$ cat src/rtl/swat_map.svh
// address map, field codes and reset values of the width translator
`ifndef SWAT_MAP_SVH
`define SWAT_MAP_SVH

// ----------------------------------------------------------------------
// register offsets
// ----------------------------------------------------------------------
`define SWAT_CTRL0_OFF   12'h000
`define SWAT_CTRL1_OFF   12'h004
`define SWAT_STATUS_OFF  12'h008

// ----------------------------------------------------------------------
// size and width codes
// ----------------------------------------------------------------------
`define SWAT_SZ8         2'h0
`define SWAT_SZ16        2'h1
`define SWAT_SZ32        2'h3

// ----------------------------------------------------------------------
// reset values and map
// ----------------------------------------------------------------------
`define SWAT_CTRL_RST    10'h00F
`define SWAT_BANK1_BASE  24'h90_0000
`define SWAT_MASK8       32'h0000_00FF
`define SWAT_MASK16      32'h0000_FFFF
`define SWAT_MASK32      32'hFFFF_FFFF

`endif

$ cat src/rtl/swat_pkg.sv
// types shared by the width translator and its lane decoder
`include "swat_map.svh"

package swat_pkg;

  // ----------------------------------------------------------------------
  // types
  // ----------------------------------------------------------------------
  typedef enum logic {
    PH_IDLE   = 1'b0,
    PH_STROBE = 1'b1
  } phase_t;

  typedef struct packed {
    logic       shared;
    logic [4:0] wait_states;
    logic [1:0] mem_width;
    logic [1:0] data_size;
  } ctrl_t;

  typedef struct packed {
    logic [25:0] pin_addr;
    logic [3:0]  lanes;
    logic [1:0]  off;
    logic [1:0]  dsh;
    logic [1:0]  wsh;
    logic [1:0]  nsh;
    logic [2:0]  ncyc;
  } dec_t;

  typedef struct packed {
    phase_t      phase;
    logic [1:0]  cyc;
    logic [4:0]  wcnt;
    logic        bank1;
    logic        wr;
    logic [23:0] laddr;
    logic [31:0] wdata;
    logic [31:0] racc;
    logic [1:0]  off;
    logic [1:0]  dsh;
    logic [1:0]  wsh;
    logic [1:0]  nsh;
    logic [2:0]  ncyc;
    ctrl_t       ctrl0;
    ctrl_t       ctrl1;
    logic        pready;
    logic        pslverr;
    logic [31:0] prdata;
    logic        req_ready;
    logic        rsp_valid;
    logic [31:0] rsp_rdata;
    logic [23:0] mem_addr;
    logic [3:0]  b0_n;
    logic [3:0]  b1_n;
    logic        we_n;
    logic        doe;
    logic [31:0] dout;
    logic [7:0]  xfer_cnt;
  } state_t;

  // ----------------------------------------------------------------------
  // helpers
  // ----------------------------------------------------------------------
  function automatic logic [1:0] log2_code(input logic [1:0] code);
    unique case (code)
      `SWAT_SZ8:  log2_code = 2'h0;
      `SWAT_SZ16: log2_code = 2'h1;
      default:    log2_code = 2'h2;
    endcase
  endfunction : log2_code

  function automatic logic [31:0] size_mask(input logic [1:0] sh);
    unique case (sh)
      2'h0:    size_mask = `SWAT_MASK8;
      2'h1:    size_mask = `SWAT_MASK16;
      default: size_mask = `SWAT_MASK32;
    endcase
  endfunction : size_mask

endpackage : swat_pkg

$ cat src/rtl/lane_decode.sv
// logical to physical address, lane and cycle-count decoding
`timescale 1ns/100ps
`default_nettype none

module lane_decode
  import swat_pkg::*;
(
  input  wire logic [1:0]  data_size,
  input  wire logic [1:0]  mem_width,
  input  wire logic [23:0] laddr,
  input  wire logic [1:0]  cyc,
  output dec_t             dec
);

  logic [25:0] full;
  logic [25:0] wmask;
  logic [2:0]  cnt;
  logic [3:0]  ones;

  always_comb begin
    dec.dsh      = log2_code(data_size);
    dec.wsh      = log2_code(mem_width);
    dec.nsh      = (dec.dsh < dec.wsh) ? dec.dsh : dec.wsh;
    // shift by data size, then step by memory width per bus cycle
    full         = (26'(laddr) << dec.dsh) + (26'(cyc) << dec.wsh); // RULE4 RULE15
    wmask        = (26'h1 << dec.wsh) - 26'h1;
    dec.pin_addr = full & ~wmask; // RULE1 RULE7
    dec.off      = full[1:0] & wmask[1:0];
    cnt          = 3'(3'h1 << dec.nsh);
    ones         = 4'((5'h1 << cnt) - 5'h1);
    dec.lanes    = 4'(ones << dec.off); // RULE6 RULE13 RULE14
    dec.ncyc     = (dec.dsh > dec.wsh) ? 3'(3'h1 << (dec.dsh - dec.wsh)) : 3'h1; // RULE2 RULE3
  end

endmodule : lane_decode

`default_nettype wire

$ cat src/rtl/strobe_width_address_translator.sv
// external memory width translator with apb control registers
//
// How it works
// RULE1: equal sizes shift address by width only
// RULE2: 32-bit datum to 16-bit memory: two cycles
// RULE3: 16-bit datum to byte memory: two cycles
// RULE4: extra low address bits count bus cycles
// RULE5: write data truncated to configured data size
// RULE6: logical lsb picks lane in 16-bit memory
// RULE7: remaining address bits start at minus-one pin
// RULE8: board wires minus pins to memory address zero
// RULE9: translation set only by size and width fields
// RULE10: shared mode routes both strobes to bank zero
// RULE11: address range picks governing strobe settings
// RULE12: each strobe keeps its own settings when shared
// RULE13: 16-bit in 32-bit: lsb picks lane pair
// RULE14: 8-bit in 32-bit: one lane by two lsbs
// RULE15: high address bits follow data size shift
// RULE16: software keeps ranges inside strobe blocks
// RULE17: programmed wait states in every bus cycle
// RULE18: narrow memory reuses lanes three, two as address
// RULE19: least significant part at lowest address first
//
// Register access over APB and the placing of the registers were left to the implementer.
`timescale 1ns/100ps
`default_nettype none

module strobe_width_address_translator
  import swat_pkg::*;
(
  input  wire logic        pclk,
  input  wire logic        presetn,
  input  wire logic        psel,
  input  wire logic        penable,
  input  wire logic        pwrite,
  input  wire logic [11:0] paddr,
  input  wire logic [31:0] pwdata,
  output logic      [31:0] prdata,
  output logic             pready,
  output logic             pslverr,
  input  wire logic        req_valid,
  input  wire logic        req_write,
  input  wire logic [23:0] req_addr,
  input  wire logic [31:0] req_wdata,
  output logic             req_ready,
  output logic             rsp_valid,
  output logic      [31:0] rsp_rdata,
  input  wire logic [31:0] mem_din,
  output logic      [31:0] mem_dout,
  output logic             mem_doe,
  output logic             mem_we_n,
  output logic      [23:0] mem_addr,
  output logic      [3:0]  bank_zero_strobe_n,
  output logic      [3:0]  bank_one_strobe_n
);

  // ----------------------------------------------------------------------
  // state and decode
  // ----------------------------------------------------------------------
  state_t      q;
  state_t      d;
  dec_t        dec;
  ctrl_t       dec_ctrl;
  logic        accept;
  logic        last_wait;
  logic        last_cyc;
  logic        dec_bank1;
  logic [23:0] dec_addr;
  logic [1:0]  dec_cyc;
  logic [31:0] sample;
  logic [31:0] racc_new;

  assign accept    = (q.phase == PH_IDLE) && req_valid && q.req_ready;
  assign last_wait = (q.phase == PH_STROBE) && (q.wcnt == 5'h0);
  assign last_cyc  = (3'(q.cyc) + 3'h1) == q.ncyc;
  assign dec_addr  = accept ? req_addr : q.laddr;
  assign dec_cyc   = accept ? 2'h0 : 2'(q.cyc + 2'h1);
  assign dec_bank1 = dec_addr >= `SWAT_BANK1_BASE; // RULE11
  assign dec_ctrl  = dec_bank1 ? q.ctrl1 : q.ctrl0; // RULE12
  // least significant portion lands in the first, lowest cycle
  assign sample    = ((mem_din >> {q.off, 3'h0}) & size_mask(q.nsh))
                     << 5'({q.cyc, 3'h0} << q.wsh); // RULE19
  assign racc_new  = q.racc | sample;

  lane_decode u_dec (
    .data_size (dec_ctrl.data_size), // RULE9
    .mem_width (dec_ctrl.mem_width),
    .laddr     (dec_addr),
    .cyc       (dec_cyc),
    .dec       (dec)
  );

  // ----------------------------------------------------------------------
  // one bus cycle drive
  // ----------------------------------------------------------------------
  function automatic state_t drive_cycle(input state_t s, input dec_t dc, input ctrl_t c,
                                         input logic bank1, input logic shared);
    logic [3:0] strb;
    strb = ~dc.lanes;
    if (dc.wsh == 2'h1) begin
      strb[3] = dc.pin_addr[1]; // RULE18
      strb[2] = 1'b1;
    end else if (dc.wsh == 2'h0) begin
      strb[3] = dc.pin_addr[1]; // RULE18
      strb[2] = dc.pin_addr[0];
    end
    s.mem_addr = dc.pin_addr[25:2];
    s.b0_n     = (bank1 && !shared) ? 4'hF : strb; // RULE10
    s.b1_n     = (bank1 && !shared) ? strb : 4'hF;
    s.we_n     = !s.wr;
    s.doe      = s.wr;
    s.dout     = (s.wdata >> 5'({s.cyc, 3'h0} << dc.wsh)) << {dc.off, 3'h0}; // RULE19
    s.wcnt     = c.wait_states; // RULE17
    s.off      = dc.off;
    s.dsh      = dc.dsh;
    s.wsh      = dc.wsh;
    s.nsh      = dc.nsh;
    drive_cycle = s;
  endfunction : drive_cycle

  // ----------------------------------------------------------------------
  // next state
  // ----------------------------------------------------------------------
  always_comb begin
    d           = q;
    d.rsp_valid = 1'b0;
    // apb: one wait cycle, write lands on the completing edge
    if (psel && penable && !q.pready) begin
      d.pready  = 1'b1;
      d.pslverr = 1'b0;
      unique case (paddr)
        `SWAT_CTRL0_OFF:  d.prdata = 32'(q.ctrl0);
        `SWAT_CTRL1_OFF:  d.prdata = 32'(q.ctrl1);
        `SWAT_STATUS_OFF: d.prdata = {16'h0, q.xfer_cnt, 6'h0, q.bank1, q.phase};
        default: begin
          d.prdata  = 32'h0;
          d.pslverr = 1'b1;
        end
      endcase
    end else if (q.pready) begin
      d.pready  = 1'b0;
      d.pslverr = 1'b0;
      if (psel && penable && pwrite) begin
        if (paddr == `SWAT_CTRL0_OFF) begin
          d.ctrl0 = ctrl_t'(pwdata[9:0]);
        end else if (paddr == `SWAT_CTRL1_OFF) begin
          d.ctrl1 = ctrl_t'(pwdata[9:0]);
          d.ctrl1.shared = 1'b0;
        end
      end
    end
    unique case (q.phase)
      PH_IDLE: begin
        if (accept) begin
          d.phase     = PH_STROBE;
          d.req_ready = 1'b0;
          d.laddr     = req_addr;
          d.wr        = req_write;
          d.bank1     = dec_bank1;
          d.wdata     = req_wdata & size_mask(dec.dsh); // RULE5
          d.racc      = 32'h0;
          d.cyc       = 2'h0;
          d.ncyc      = dec.ncyc;
          d = drive_cycle(d, dec, dec_ctrl, dec_bank1, q.ctrl0.shared);
        end
      end
      PH_STROBE: begin
        if (q.wcnt != 5'h0) begin
          d.wcnt = 5'(q.wcnt - 5'h1); // RULE17
        end else begin
          if (!q.wr) begin
            d.racc = racc_new;
          end
          if (last_cyc) begin
            d.phase     = PH_IDLE;
            d.req_ready = 1'b1;
            d.rsp_valid = 1'b1;
            d.rsp_rdata = q.wr ? 32'h0 : racc_new;
            d.b0_n      = 4'hF;
            d.b1_n      = 4'hF;
            d.we_n      = 1'b1;
            d.doe       = 1'b0;
            d.xfer_cnt  = 8'(q.xfer_cnt + 8'h1);
          end else begin
            d.cyc = 2'(q.cyc + 2'h1); // RULE2 RULE3 RULE4
            d = drive_cycle(d, dec, dec_ctrl, q.bank1, q.ctrl0.shared);
          end
        end
      end
    endcase
  end

  // ----------------------------------------------------------------------
  // registers
  // ----------------------------------------------------------------------
  always_ff @(posedge pclk or negedge presetn) begin
    if (!presetn) begin
      q           <= '0;
      q.phase     <= PH_IDLE;
      q.ctrl0     <= ctrl_t'(`SWAT_CTRL_RST);
      q.ctrl1     <= ctrl_t'(`SWAT_CTRL_RST);
      q.req_ready <= 1'b1;
      q.b0_n      <= 4'hF;
      q.b1_n      <= 4'hF;
      q.we_n      <= 1'b1;
    end else begin
      q <= d;
    end
  end

  assign prdata             = q.prdata;
  assign pready             = q.pready;
  assign pslverr            = q.pslverr;
  assign req_ready          = q.req_ready;
  assign rsp_valid          = q.rsp_valid;
  assign rsp_rdata          = q.rsp_rdata;
  assign mem_dout           = q.dout;
  assign mem_doe            = q.doe;
  assign mem_we_n           = q.we_n;
  assign mem_addr           = q.mem_addr;
  assign bank_zero_strobe_n = q.b0_n;
  assign bank_one_strobe_n  = q.b1_n;

  // ----------------------------------------------------------------------
  // checks
  // ----------------------------------------------------------------------
  logic [8:0] len_h;
  logic [2:0] ncyc_h;
  logic [2:0] nbus_h;
  logic [4:0] ws_h;
  logic [3:0] act_n;

  assign act_n = (q.bank1 && !q.ctrl0.shared) ? q.b1_n : q.b0_n;

  always_ff @(posedge pclk or negedge presetn) begin
    if (!presetn) begin
      len_h  <= 9'h0;
      ncyc_h <= 3'h0;
      nbus_h <= 3'h0;
      ws_h   <= 5'h0;
    end else if (accept) begin
      len_h  <= 9'h0;
      nbus_h <= 3'h0;
      ncyc_h <= dec.ncyc;
      ws_h   <= dec_ctrl.wait_states;
    end else if (q.phase == PH_STROBE) begin
      len_h  <= 9'(len_h + 9'h1);
      nbus_h <= last_wait ? 3'(nbus_h + 3'h1) : nbus_h;
    end
  end
endmodule : strobe_width_address_translator

`default_nettype wire

$ cat config.mk
export PLATFORM = sky130hd
export DESIGN_NAME = strobe_width_address_translator
export DESIGN_NICKNAME = d
export VERILOG_FILES = /design/src/rtl/swat_pkg.sv /design/src/rtl/lane_decode.sv /design/src/rtl/strobe_width_address_translator.sv
export VERILOG_INCLUDE_DIRS = /design/src /design/src/rtl
export SDC_FILE = /design/constraint.sdc
export NUM_CORES = 1
export LEC_CHECK = 0
export ABC_AREA = 0
export BUFFER_PORTS_ARGS = -buffer_cell sky130_fd_sc_hd__buf_2
export CAP_MARGIN = 20
export CORE_UTILIZATION = 45
export CTS_CLUSTER_DIAMETER = 120
export DETAILED_ROUTE_END_ITERATION = 12
export PLACE_DENSITY = 0.71
export SYNTH_ARGS = -nofsm -noshare
export SYNTH_HDL_FRONTEND = slang
export SYNTH_HIERARCHICAL = 1
export SYNTH_SLANG_ARGS = --single-unit
$ cat constraint.sdc
create_clock -name pclk -period 9.7 [get_ports pclk]
set_clock_uncertainty 0.05 [all_clocks]
set_input_delay 0.485 -clock pclk [delete_from_list [all_inputs] [get_ports pclk]]
set_output_delay 0.485 -clock pclk [all_outputs]
set_load 0.02 [all_outputs]
==> results.md, run 1 <==
- The flow ran to the end, and the final reports show no timing, DRC or antenna violations.
- In this run the static leakage power is approximately 8 nW.
- Using the TritonRoute via totals, the vias-per-cell ratio works out to approximately 5.6.
- The minimum clock period is about 5.9 ns.
- The final-report setup violation count is 0.
- The total track usage is 0.246.
- The gate count after technology mapping is 1806.
- For the pin with the worst max-slew slack, the measured transition is between 1 and 1.5 ns.
- The initial antenna violation count came to 15.
- The commonest non-fill, non-tap cell in the layout is sky130_fd_sc_hd__nand2_1.
- Counting flops with a built-in enable in the synthesized netlist gives 0.
- about 270 I/O pins were placed.
- Routability-driven placement finished with a final weighted congestion of around 0.94.
- The final standard cell utilization of the core is 0.500.
- The switching power share of the total is 0.432.
- The distinct cell type count of the synthesized netlist is 89.
- The violation count after the first detailed-routing iteration is about 1.1k.
- The internal power summed over all cells is between 0.002 and 0.003 W.
- The kind of start point of the critical path is a register.
- The per-cell routed wire length is between 15 and 20 um.
- The net count of the finished layout is 2018.
- The number of port buffers is between 200 and 250.
- From bottom edge to top edge, the die measures 189 um.
- The area added between synthesis and finish is 9.68%.
- After clock tree synthesis, the repair step resized 0 gates.
- Clock latency on the worst-skew pair, taken at its later pin, is between 0.5 and 0.6 ns.
- Dividing total power by cell area gives a power density of around 290 nW/um2.
- The number of rows in the core area is 68.
- IR analysis of the VDD net gives a maximum drop of approximately 0.21 mV.
- In the layout the commonest cells are 382 x sky130_fd_sc_hd__nand2_1, 234 x sky130_fd_sc_hd__dfrtp_1, 233 x sky130_fd_sc_hd__buf_2, 109 x sky130_fd_sc_hd__nor2_1, 97 x sky130_fd_sc_hd__mux2i_1.
- Of the cells placed in the final design, the portion with a size suffix greater than 1 is 0.208.
- Among all flip-flop cells after synthesis, the most frequent one is sky130_fd_sc_hd__dfrtp_1.
- The cell area after layout is 17200 um2.
- The final clock period utilization by the worst path is 0.612.
- The worst-case setup margin in the final layout is ~3.8 ns.
- The highest net fanout along the worst path is 36.
- Setup repair after global routing left no endpoint under its margin.
- Entering global routing, the biggest net connects roughly 110 pins.
- The first-pass iteration count of the detailed router is 6.
- Of the total synthesized cell area, the portion taken by XOR and XNOR cells is 0.0184.
- For this block, the via count after detailed routing is between 10k and 15k.
- STA classifies the critical path endpoint as a register.
- During synthesis, Yosys emitted a total of 6 warnings.
- The tree built by TritonCTS fans out to 252 sinks.
- The detailed-placement wirelength estimate is ~32 mm.
- Measured against the total synthesized area, the mux share comes to 0.0896.
- The clock passes through at most 3 buffers.
- In this run the power spent charging and discharging nets is 0.00218 W.
- The share of synthesized cell area in and, or, nand and nor gates is 0.197.
- Summed over all layers, the global routing overflow is 0.
- Each instance of the synthesized netlist takes up on average 8.70 um2.
- Yosys attributes the largest share of cell area to sky130_fd_sc_hd__dfrtp_1 37%, sky130_fd_sc_hd__nand2_1 9.1%, sky130_fd_sc_hd__buf_4 6.4%.
- The share of the synthesized area in compound gates (AO/OA/AOI/OAI) is 0.176.
- The die area is 35600 um2.
- Post-CTS timing repair inserted 0 buffers for setup.
- The max-cap violation count is 0.
- The top-area cell type share of the netlist area is 0.373.
- The synthesized design contains ~250 register bits.
- The sequential-to-total area share from yosys stat is 0.403.
- The first-pass GRT wire length is about 70 mm.
- The number of failing hold endpoints at the final stage was 0.
- Of the total power, the clock network draws 0.235.
- For this run, the top clock speed supported by timing is 0.168 GHz.
- For the worst setup path, the data required time is slightly above 10 ns.
- The number of global-route vias before repair is about 13k.
- The number of filler instances in the final layout is roughly 3.3k.
- The final count of pins violating max slew was 0.
- The share of total power dissipated in sequential elements is 0.313.
- The tree is rooted in a sky130_fd_sc_hd__clkbuf_16.
- Before CTS, the worst setup slack after placement is a little under 4 ns.
- In this run the worst hold path is classified as in -> reg.
- In this run the cell area measured after placement is 16200 um2.
- Summed over all failing endpoints, the final setup total negative slack is 0 ns.
- The number of buffers created by CTS is 29.
- The detailed-route DRC error count is 0.
- The data arrival time of the critical path is ~6.4 ns.
- The number of H-tree branching levels is 1.
- After clock tree synthesis, the clock-pin slew on the worst setup and hold paths is about 0.06 ns.
- In this run the horizontal extent of the chip is roughly 190 um.
- The mapped cell area is 15700 um2.
- The worst pin sits at a relative slew slack of 0.280.
- The number of nets with antenna violations after detailed routing is 0.
- The worst setup path is of the reg -> reg kind.
- The fraction of registers with async set or reset after synthesis is 1.00.
- The core region is between 30000 and 40000 um2.
- The total wire length is between 40 and 50 mm.
- The dominant combinational cell family by area after synthesis is simple AND/OR/NAND/NOR gates.
- sky130_fd_sc_hd__dfrtp_1 takes more of the synthesized area than any other cell.
- The initial utilization of the core area, before any placement, comes to 0.456.
- The combinational cell fraction of total power is 0.452.
- Of the total synthesized cell area, the portion taken by full adders, half adders and majority gates is 0.0129.
- The clock tree from TritonCTS is built.
per-stage QoR:
stage                     cells  hold WS [ns]  total power (W)
after floorplan            1822         0.139          0.00342
after global placement     2287         0.397          0.00381
after detailed placement   2287         0.400          0.00386
after CTS                  2342        0.0581          0.00506
after global routing       2347        0.0626          0.00537
final                      2350        0.0742          0.00504
routing by layer:
layer | wire (um) | share of wire | global-route usage
met1 | 18300 | 0.41 | 0.323
met2 | 20700 | 0.47 | 0.398
met3 | 3730 | 0.084 | 0.0538
met4 | 1520 | 0.034 | 0.0875
met5 | 100 | 0.0023 | 0
power by group through the flow:
stage | logic (W) | registers (W) | clock network [W]
2_1_floorplan | 0.00189 | 0.00153 | 0
3_3_place_gp | 0.00223 | 0.00158 | 0
3_5_place_dp | 0.00227 | 0.00159 | 0
4_1_cts | 0.00228 | 0.00158 | 0.00121
5_1_grt | 0.00250 | 0.00162 | 0.00125
6_report | 0.00228 | 0.00158 | 0.00119
cells in the mapped netlist (7+ instances only):
master / number
sky130_fd_sc_hd__a221o_1: 10
sky130_fd_sc_hd__nor2_1: 109
sky130_fd_sc_hd__a31o_2: 7
sky130_fd_sc_hd__a22o_1: 18
sky130_fd_sc_hd__a31oi_1: 18
sky130_fd_sc_hd__buf_4: 133
sky130_fd_sc_hd__mux2i_1: 97
sky130_fd_sc_hd__clkbuf_1: 59
sky130_fd_sc_hd__buf_2: 36
sky130_fd_sc_hd__nand2b_1: 17
sky130_fd_sc_hd__nor3b_1: 7
sky130_fd_sc_hd__o221ai_1: 8
sky130_fd_sc_hd__mux2_1: 11
sky130_fd_sc_hd__a22oi_1: 11
sky130_fd_sc_hd__mux2_2: 19
sky130_fd_sc_hd__o22ai_1: 10
sky130_fd_sc_hd__xnor2_1: 25
sky130_fd_sc_hd__xor2_1: 8
sky130_fd_sc_hd__and2_1: 12
sky130_fd_sc_hd__inv_1: 23
sky130_fd_sc_hd__nor2b_1: 10
sky130_fd_sc_hd__a21o_1: 10
sky130_fd_sc_hd__a211oi_1: 11
sky130_fd_sc_hd__nand3_1: 59
sky130_fd_sc_hd__ha_1: 13
sky130_fd_sc_hd__nor3_1: 27
sky130_fd_sc_hd__a21oi_1: 96
sky130_fd_sc_hd__a221oi_1: 15
sky130_fd_sc_hd__o2bb2ai_1: 8
sky130_fd_sc_hd__buf_1: 10
sky130_fd_sc_hd__o22a_1: 12
sky130_fd_sc_hd__and3_1: 7
sky130_fd_sc_hd__o21ai_1: 48
sky130_fd_sc_hd__nand4_1: 10
sky130_fd_sc_hd__nand2_1: 382
sky130_fd_sc_hd__dfrtp_1: 234
sky130_fd_sc_hd__o21ai_0: 75
sky130_fd_sc_hd__dfstp_2: 18
area by class of cell:
type / instances / area, um2 / share of cell area
sequential: 252 / 6330 / 0.367
clock buffer: 39 / 813 / 0.0472
inverter: 26 / 97.6 / 0.00567
timing repair buffer: 254 / 1330 / 0.0774
tap: 455 / 569 / 0.0331
multi-input combinational: 1301 / 7840 / 0.455
antenna: 8 / 20.0 / 0.00116
clock inverter: 15 / 219 / 0.0127
path summary, 6_finish.rpt:
check / from / end / slack (ns) / cells past startpoint
hold / removal: req_addr[13] / q[250]$_DFFE_PN0P_ / 0.07 / 3
min in group asynchronous: presetn / prdata[10]$_DFFE_PN0P_ / 0.54 / 2
hold reg to reg: prdata[13]$_DFFE_PN0P_ / prdata[13]$_DFFE_PN0P_ / 0.41 / 2
setup reg to reg: q[270]$_DFF_PN0_ / mem_dout[22]$_DFFE_PN0P_ / 3.76 / 15
max in group asynchronous: presetn / mem_addr[14]$_DFFE_PN0P_ / 7.54 / 3
setup / recovery: q[270]$_DFF_PN0_ / mem_dout[22]$_DFFE_PN0P_ / 3.76 / 15
worst max-delay path, cell delays in order (launching register included):
cell	delay, ns
sky130_fd_sc_hd__dfrtp_1	0.59
sky130_fd_sc_hd__and3b_2	0.31
sky130_fd_sc_hd__mux2_4	0.25
sky130_fd_sc_hd__o21a_1	0.53
sky130_fd_sc_hd__mux2_2	0.95
sky130_fd_sc_hd__mux2i_1	0.27
sky130_fd_sc_hd__nor2_1	0.08
sky130_fd_sc_hd__inv_1	0.12
sky130_fd_sc_hd__fa_1	0.44
sky130_fd_sc_hd__nand2b_1	0.21
sky130_fd_sc_hd__inv_1	0.10
sky130_fd_sc_hd__buf_4	0.37
sky130_fd_sc_hd__nor2b_1	0.82
sky130_fd_sc_hd__nand2_1	0.33
sky130_fd_sc_hd__o221ai_1	0.28
sky130_fd_sc_hd__o22a_1	0.15
cells by family after synthesis:
family,after synthesis
and+or+nand+nor,686
AOI/OAI and AO/OA,415
buffers and inverters,269
DFF,252
muxes,133
xor gates and xnor gates,33
adders and majority gates,15
other,3
state kept, by name, indices dropped and copies added (netlist names):
register            flops
mem_dout               32
pslverr                 1
mem_addr               24
prdata                 16
rsp_valid               1
mem_doe                 1
rsp_rdata              32
q                     134
pready                  1
bank_zero_strobe_n      4
bank_one_strobe_n       4
mem_we_n                1
req_ready               1
repair_timing:
action | 4_1_cts | 5_1_grt
hold buffers | 1 | 0
hold endpoints to repair | 45 | 0
setup endpoints to repair | 0 | 0
No activity file was read; power rests on OpenSTA's default activity.
==> run 2, diff against run 1 <==
==> constraint.sdc (replaced) <==
create_clock -name pclk -period 6.1 [get_ports pclk]
set_clock_uncertainty 0.05 [all_clocks]
set_input_delay 0.305 -clock pclk [delete_from_list [all_inputs] [get_ports pclk]]
set_output_delay 0.305 -clock pclk [all_outputs]
set_load 0.02 [all_outputs]
==> results.md, run 2 (synthesized netlist as in run 1, its figures left out) <==
- The number of nets with antenna violations after detailed routing came to 0 (unchanged).
- The maximum operating frequency is 0.186 GHz (was 0.168 GHz).
- The biggest cell delay along the critical path is 0.52 ns (was 0.95 ns).
- The number of rows in the core area is 68 (unchanged).
- The clock insertion delay at the later pin of the skew report is 0.57 ns (about the same).
- Top library cells by usage in the layout, fill and taps aside: 382 x sky130_fd_sc_hd__nand2_1, 234 x sky130_fd_sc_hd__dfrtp_1, 233 x sky130_fd_sc_hd__buf_2, 109 x sky130_fd_sc_hd__nor2_1, 97 x sky130_fd_sc_hd__mux2i_1 (unchanged).
- The clock sink total is 252 (unchanged).
- The chip height is 189 um (unchanged).
- The commonest non-fill, non-tap cell in the layout is sky130_fd_sc_hd__nand2_1 (unchanged).
- The detailed-placement wirelength estimate is 32.4 mm (was 31.8 mm).
- The critical path class is reg -> reg (unchanged).
- The highest net fanout along the worst path was 35 (was 36).
- The post-cts repair resize count is 0 (unchanged).
- The via density per instance was 5.62 (was 5.65).
- The total track usage came to 0.255 (was 0.246).
- The total wire length was 45.7 mm (was 44.4 mm).
- The number of buffers created by CTS is 29 (unchanged).
- The initial antenna violation count came to 6 (was 15).
- The violation count after the first detailed-routing iteration is 1038 (was 1099).
- Outcome: finished, final reports clean (unchanged).
- The final-report setup violation count is 0 (unchanged).
- The worst slew slack as a fraction of its limit is 0.342 (was 0.280).
- The clock transition at the registers of the reported paths came to 0.06 ns (about the same).
- The final count of pins violating max slew is 0 (unchanged).
- The post-layout net count is 2087 (was 2018).
- The final clock period utilization by the worst path was 0.883 (was 0.612).
- The proportion of layout cells with a drive suffix above 1 is 0.204 (was 0.208).
- The horizontal die dimension is 189 um (unchanged).
- RSZ-0062 raised after global routing: false (unchanged).
- The area added between synthesis and finish is 14.2% (was 9.68%).
- The number of failing hold endpoints at the final stage came to 0 (unchanged).
- The die area was 35600 um2 (unchanged).
- The number of global-route vias before repair is 13.3k (was 12.5k).
- The flip-flop count of the largest register after layout came to 134 (unchanged).
- The number of ports placed on the die boundary is 273 (unchanged).
- The class of the tightest hold or removal check is in -> reg (unchanged).
- The number of hold buffers added after CTS is 65 (was 1).
- The kind of start point of the critical path was a register (unchanged).
- The power per cell area is 452 nW/um2 (was 293 nW/um2).
- The maximum number of buffers from clock root to sink came to 3 (unchanged).
- The worst setup slack after placement was 0.799 ns (was 3.86 ns).
- The dominant cell type by count on the critical path is sky130_fd_sc_hd__buf_4 (was sky130_fd_sc_hd__inv_1).
- The final global-route overflow total was 0 (unchanged).
- The core region area is 34500 um2 (unchanged).
- The max-cap violation count is 0 (unchanged).
- The clock tree from TritonCTS was built (unchanged).
- The first-pass GRT wire length was 72.8 mm (was 69.8 mm).
- The endpoint class of the critical path is a register (unchanged).
- The number of port buffers is 234 (unchanged).
- The effective utilization at floorplan is 0.456 (unchanged).
- The per-cell routed wire length is 18.9 um (about the same).
- The cell at the root of the clock tree is sky130_fd_sc_hd__clkbuf_16 (unchanged).
- Cell Chain, Critical Path: and3b_2 -> buf_4 -> nor2_1 -> o21a_1 -> buf_4 -> mux2_2 -> nor3b_1 -> ha_1 -> inv_1 -> fa_1 -> nand2b_1 -> inv_1 -> buf_4 -> or3_1 -> o22ai_1 -> a211oi_1 -> a31oi_1 (was and3b_2 -> mux2_4 -> o21a_1 -> mux2_2 -> mux2i_1 -> nor2_1 -> inv_1 -> fa_1 -> nand2b_1 -> inv_1 -> buf_4 -> nor2b_1 -> nand2_1 -> o221ai_1 -> o22a_1).
- The leakage power is 8.30 nW (was 7.98 nW).
- The via count of the routed design is 13.6k (was 13.3k).
- The worst-case setup margin in the final layout was 0.712 ns (was 3.76 ns).
- The detailed-route DRC error count is 0 (unchanged).
- The first-pass iteration count of the detailed router was 7 (was 6).
- The number of H-tree branching levels is 1 (unchanged).
- The count of buffers added by post-CTS timing repair for setup is 0 (unchanged).
- The global placement routability congestion came to 0.945 (was 0.944).
- The worst path required time came to 6.45 ns (was 10.16 ns).
- The slew at the pin closest to its max-slew limit is 0.984 ns (was 1.07 ns).
- The cell with the largest stage delay on the worst path is sky130_fd_sc_hd__dfrtp_1 (was sky130_fd_sc_hd__mux2_2).
- The largest net degree at the start of global routing is 170 (was 113).
- The total buffers and inverters traversed by the critical path is 5 (was 3).
- The data arrival time of the critical path is 5.74 ns (was 6.40 ns).
- The summed negative setup slack over all endpoints was 0 ns (unchanged).
- The minimum clock period was 5.39 ns (was 5.94 ns).
- The largest delay contributor family on the critical path was simple AND/OR/NAND/NOR gates (unchanged).
- The maximum vdd ir drop was 0.312 mV (was 0.211 mV).
- The register name with the most flops is q (unchanged).
run 2: cell types whose count changed in the layout (fill, tap and decap cells not counted), moves of 2 or more:
| cell | delta |
|---|---|
| sky130_fd_sc_hd__clkbuf_1 | -2 |
| sky130_fd_sc_hd__buf_4 | +4 |
| sky130_fd_sc_hd__diode_2 | -3 |
| sky130_fd_sc_hd__dlygate4sd3_1 | +64 |
| sky130_fd_sc_hd__clkinv_2 | +3 |
run 2: worst paths after layout:
path,slack (ns),startpoint,to,depth (start not counted)
worst max-delay path,0.71,q[270]$_DFF_PN0_,mem_dout[30]$_DFFE_PN0P_,17
max in group asynchronous,4.35,presetn,mem_addr[19]$_DFFE_PN0P_,3
worst min register to register,0.42,prdata[10]$_DFFE_PN0P_,prdata[10]$_DFFE_PN0P_,2
worst min-delay path,0.05,req_wdata[13],q[218]$_DFFE_PN0P_,3
worst max register to register,0.71,q[270]$_DFF_PN0_,mem_dout[30]$_DFFE_PN0P_,17
min in group asynchronous,0.26,presetn,prdata[12]$_DFFE_PN0P_,2
run 2: per-stage QoR:
| stage | cell area, um2 | std cells | hold slack, ns | power [W] | utilization |
|---|---|---|---|---|---|
| 6_report | 17900 | 2416 | 0.0544 | 0.00811 | 0.520 |
| 5_1_grt | 17900 | 2415 | 0.0881 | 0.00863 | 0.520 |
| 4_1_cts | 17900 | 2411 | 0.0351 | 0.00813 | 0.520 |
| 3_5_place_dp | 16200 | 2292 | 0.296 | 0.00616 | 0.470 |
| 3_3_place_gp | 16200 | 2292 | 0.293 | 0.00607 | 0.470 |
| 2_1_floorplan | 15800 | 1822 | -0.0406 | 0.00544 | - |
run 2: worst min-delay path: stages:
cell and delay [ns]:
sky130_fd_sc_hd__buf_2 0.10, sky130_fd_sc_hd__o21ai_0 0.11, sky130_fd_sc_hd__o21ai_0 0.09
run 2: layout make-up:
type                            instances  area, um2
Timing Repair Buffer                  323       2020
Sequential cell                       252       6330
Clock inverter                         17        248
Tap cell                              455        569
Clock buffer                           37        806
Multi-Input combinational cell       1301       7840
Fill cell                            3234      16500
Inverter                               26       97.6
Antenna cell                            5       12.5
run 2: power by group:
group | switching [W] | internal [W] | total, W
logic | 0.00245 | 0.00123 | 0.00368
clock network | 0.000731 | 0.00119 | 0.00192
registers | 0.000305 | 0.00221 | 0.00251
total | 0.00349 | 0.00462 | 0.00811
run 2: per-layer routing:
| metal | up-vias | track usage | wire, um |
|---|---|---|---|
| met5 | - | 0 | 23 |
| met4 | 4 | 0.0872 | 1250 |
| met3 | 79 | 0.0454 | 3310 |
| met2 | 541 | 0.425 | 21800 |
| met1 | 6527 | 0.334 | 19300 |
| li1 | 6432 | - | - |
==> run 3, diff against run 2 <==
--- a/config.mk
+++ b/config.mk
@@ -12,7 +12,7 @@
 export CORE_UTILIZATION = 45
 export CTS_CLUSTER_DIAMETER = 120
 export DETAILED_ROUTE_END_ITERATION = 12
-export PLACE_DENSITY = 0.71
+export PLACE_DENSITY_LB_ADDON = 0.15
 export SYNTH_ARGS = -nofsm -noshare
 export SYNTH_HDL_FRONTEND = slang
 export SYNTH_HIERARCHICAL = 1
==> results.md, run 3 (synthesized netlist as in run 1, its figures left out) <==
- The clock sink total is 252 (unchanged).
- Outcome: finished, final reports clean (unchanged).
- The detailed-route DRC error count is 0 (unchanged).
- The proportion of layout cells with a drive suffix above 1 was 0.203 (was 0.204).
- The clock power share was 0.220 (was 0.236).
- The kind of start point of the critical path is a register (unchanged).
- The data arrival time of the critical path is 5.47 ns (was 5.74 ns).
- The maximum number of buffers from clock root to sink is 3 (unchanged).
- The number of ports placed on the die boundary is 273 (unchanged).
- The number of rows in the core area is 68 (unchanged).
- The flip-flop count of the largest register after layout is 134 (unchanged).
- The count of buffers added by post-CTS timing repair for setup is 0 (unchanged).
- The clock transition at the registers of the reported paths is 0.06 ns (about the same).
- The global placement routability congestion is 0.882 (was 0.945).
- The final clock period utilization by the worst path is 0.827 (was 0.883).
- The post-layout net count was 2088 (was 2087).
- The largest net degree at the start of global routing is 156 (was 170).
- The combinational cell fraction of total power is 0.463 (was 0.454).
- The violation count after the first detailed-routing iteration was 911 (was 1038).
- The total track usage was 0.260 (was 0.255).
- The horizontal die dimension is 189 um (unchanged).
- The final count of pins violating max slew came to 0 (unchanged).
- The first-pass iteration count of the detailed router is 6 (was 7).
- The worst-case setup margin in the final layout is 1.05 ns (was 0.712 ns).
- The number of port buffers is 234 (unchanged).
- The maximum operating frequency is 0.198 GHz (was 0.186 GHz).
- The first-pass GRT wire length is 73.6 mm (was 72.8 mm).
- The worst setup path startpoint is q[270]$_DFF_PN0_ (unchanged).
- The final-report setup violation count is 0 (unchanged).
- The maximum vdd ir drop came to 0.296 mV (was 0.312 mV).
- The final global-route overflow total is 0 (unchanged).
- The worst reg-to-reg setup slack was 1.05 ns (was 0.71 ns).
- The worst path required time is 6.53 ns (was 6.45 ns).
- The per-cell routed wire length is 19.2 um (was 18.9 um).
- The critical path class is reg -> reg (unchanged).
- The core region area was 34500 um2 (unchanged).
- The via count of the routed design is 13.5k (was 13.6k).
- The fraction of power consumed by sequential logic was 0.317 (was 0.310).
- The class of the tightest hold or removal check is in -> reg (unchanged).
- The summed negative setup slack over all endpoints came to 0 ns (unchanged).
- The worst slew slack as a fraction of its limit was 0.278 (was 0.342).
- The number of buffers created by CTS is 29 (unchanged).
- The initial antenna violation count was 2 (was 6).
- The number of H-tree branching levels is 1 (unchanged).
- The endpoint class of the critical path was a register (unchanged).
- Top library cells by usage in the layout, fill and taps aside: 382 x sky130_fd_sc_hd__nand2_1, 233 x sky130_fd_sc_hd__buf_2, 233 x sky130_fd_sc_hd__dfrtp_1, 109 x sky130_fd_sc_hd__nor2_1, 97 x sky130_fd_sc_hd__mux2i_1 (was 382 x sky130_fd_sc_hd__nand2_1, 234 x sky130_fd_sc_hd__dfrtp_1, 233 x sky130_fd_sc_hd__buf_2, 109 x sky130_fd_sc_hd__nor2_1, 97 x sky130_fd_sc_hd__mux2i_1).
- The switching power share of the total came to 0.439 (was 0.430).
- The total wire length is 46.3 mm (was 45.7 mm).
- The max-cap violation count was 0 (unchanged).
- The area added between synthesis and finish is 13.6% (was 14.2%).
- The chip height is 189 um (unchanged).
- The slew at the pin closest to its max-slew limit is 1.07 ns (was 0.984 ns).
- The power consumption came to 0.00800 W (was 0.00811 W).
- The start point of the worst hold path is req_wdata[2] (was req_wdata[13]).
- The commonest non-fill, non-tap cell in the layout was sky130_fd_sc_hd__nand2_1 (unchanged).
- The clock tree from TritonCTS is built (unchanged).
- The net switching power figure was 0.00351 W (was 0.00349 W).
- The startpoint of the worst-slack reg-to-reg timing path is q[270]$_DFF_PN0_ (unchanged).
- The power per cell area was 448 nW/um2 (was 452 nW/um2).
- The via density per instance was 5.60 (was 5.62).
- The minimum clock period is 5.05 ns (was 5.39 ns).
- The number of global-route vias before repair is 13.1k (was 13.3k).
- RSZ-0062 raised after global routing: false (unchanged).
- The detailed-placement wirelength estimate was 32.9 mm (was 32.4 mm).
- The clock insertion delay at the later pin of the skew report came to 0.56 ns (was 0.57 ns).
- The cell at the root of the clock tree is sky130_fd_sc_hd__clkbuf_16 (unchanged).
- The number of failing hold endpoints at the final stage was 0 (unchanged).
- The highest net fanout along the worst path came to 29 (was 35).
- The number of nets with antenna violations after detailed routing is 0 (unchanged).
- The register name with the most flops is q (unchanged).
- The leakage power is 8.27 nW (was 8.30 nW).
- The internal power summed over all cells is 0.00449 W (was 0.00462 W).
- The effective utilization at floorplan is 0.456 (unchanged).
- The die area is 35600 um2 (unchanged).
- The worst setup slack after placement is 1.09 ns (was 0.799 ns).
==> run 3: cell types whose count changed in the layout (fill, tap and decap cells not counted) <==
cell | before | now
sky130_fd_sc_hd__dfrtp_1 | 234 | 233
sky130_fd_sc_hd__bufinv_16 | 6 | 3
sky130_fd_sc_hd__diode_2 | 5 | 2
sky130_fd_sc_hd__clkinvlp_4 | 2 | 1
sky130_fd_sc_hd__dlygate4sd3_1 | 65 | 62
sky130_fd_sc_hd__clkbuf_1 | 3 | 9
sky130_fd_sc_hd__clkinv_2 | 7 | 5
sky130_fd_sc_hd__dfrtp_2 | 0 | 1
sky130_fd_sc_hd__dlymetal6s2s_1 | 0 | 1
sky130_fd_sc_hd__clkbuf_8 | 5 | 4
sky130_fd_sc_hd__buf_4 | 23 | 24
sky130_fd_sc_hd__buf_6 | 0 | 1
sky130_fd_sc_hd__clkinv_4 | 1 | 2
sky130_fd_sc_hd__clkbuf_2 | 0 | 1
==> run 3: cell type report <==
class | count | area (um2)
fillers | 3326 | 16600
multi-input cells | 1301 | 7840
flip-flops and latches | 252 | 6330
repair buffers | 324 | 2030
clock buffers | 42 | 815
well taps | 455 | 569
clock inverters | 12 | 149
inverters | 26 | 97.6
diodes | 2 | 5.00
==> run 3: timing repair <==
action	CTS	global route
endpoints found under the hold margin	153	0
gates resized for setup	0	0
hold buffers	62	0
setup endpoints to repair	0	0
==> run 3: layer usage <==
layer | GRT usage | vias up | wire, um
li1 | - | 6437 | -
met1 | 0.362 | 6582 | 20700
met2 | 0.421 | 441 | 21500
met3 | 0.0378 | 70 | 2840
met4 | 0.0741 | 0 | 1280
met5 | 0 | - | 0
==> run 3: metrics by stage <==
| stage | cells | util | hold WS (ns) | cell area, um2 |
|---|---|---|---|---|
| 6_report | 2414 | 0.518 | 0.0285 | 17800 |
| 5_1_grt | 2413 | 0.518 | 0.0202 | 17800 |
| 4_1_cts | 2409 | 0.517 | 0.00880 | 17800 |
| 3_5_place_dp | 2293 | 0.471 | 0.335 | 16200 |
| 3_3_place_gp | 2293 | 0.471 | 0.331 | 16200 |
| 2_1_floorplan | 1822 | - | -0.0406 | 15800 |
==> run 3: critical path, cell delays in order (launching register included) <==
cell	delay (ns)
sky130_fd_sc_hd__dfrtp_1	0.48
sky130_fd_sc_hd__buf_4	0.20
sky130_fd_sc_hd__nand3b_1	0.29
sky130_fd_sc_hd__nor2_1	0.22
sky130_fd_sc_hd__o21a_1	0.14
sky130_fd_sc_hd__buf_4	0.21
sky130_fd_sc_hd__mux2_2	0.40
sky130_fd_sc_hd__buf_4	0.25
sky130_fd_sc_hd__nor2_1	0.18
sky130_fd_sc_hd__inv_1	0.08
sky130_fd_sc_hd__fa_1	0.57
sky130_fd_sc_hd__nand2b_1	0.19
sky130_fd_sc_hd__inv_1	0.17
sky130_fd_sc_hd__nor2_1	0.15
sky130_fd_sc_hd__nand4_1	0.22
sky130_fd_sc_hd__nor4_1	0.73
sky130_fd_sc_hd__a211oi_1	0.21
sky130_fd_sc_hd__a31oi_1	0.20
==> run 3: power by group through the flow <==
| stage | Clock [W] | Combinational (W) | Sequential (W) |
|---|---|---|---|
| global placement | 0 | 0.00362 | 0.00255 |
| detailed placement | 0 | 0.00367 | 0.00256 |
| global route | 0.00186 | 0.00410 | 0.00259 |
| finish | 0.00176 | 0.00371 | 0.00253 |
| CTS | 0.00179 | 0.00371 | 0.00254 |
| floorplan | 0 | 0.00300 | 0.00244 |
==> run 3: path summary, 6_finish.rpt <==
path,to,cells after the start
max,mem_dout[30]$_DFFE_PN0P_,17
min,q[207]$_DFFE_PN0P_,3
max reg2reg,mem_dout[30]$_DFFE_PN0P_,17
min reg2reg,prdata[14]$_DFFE_PN0P_,2
max in group asynchronous,q[224]$_DFFE_PN0P_,3
min in group asynchronous,pslverr$_DFFE_PN0P_,2
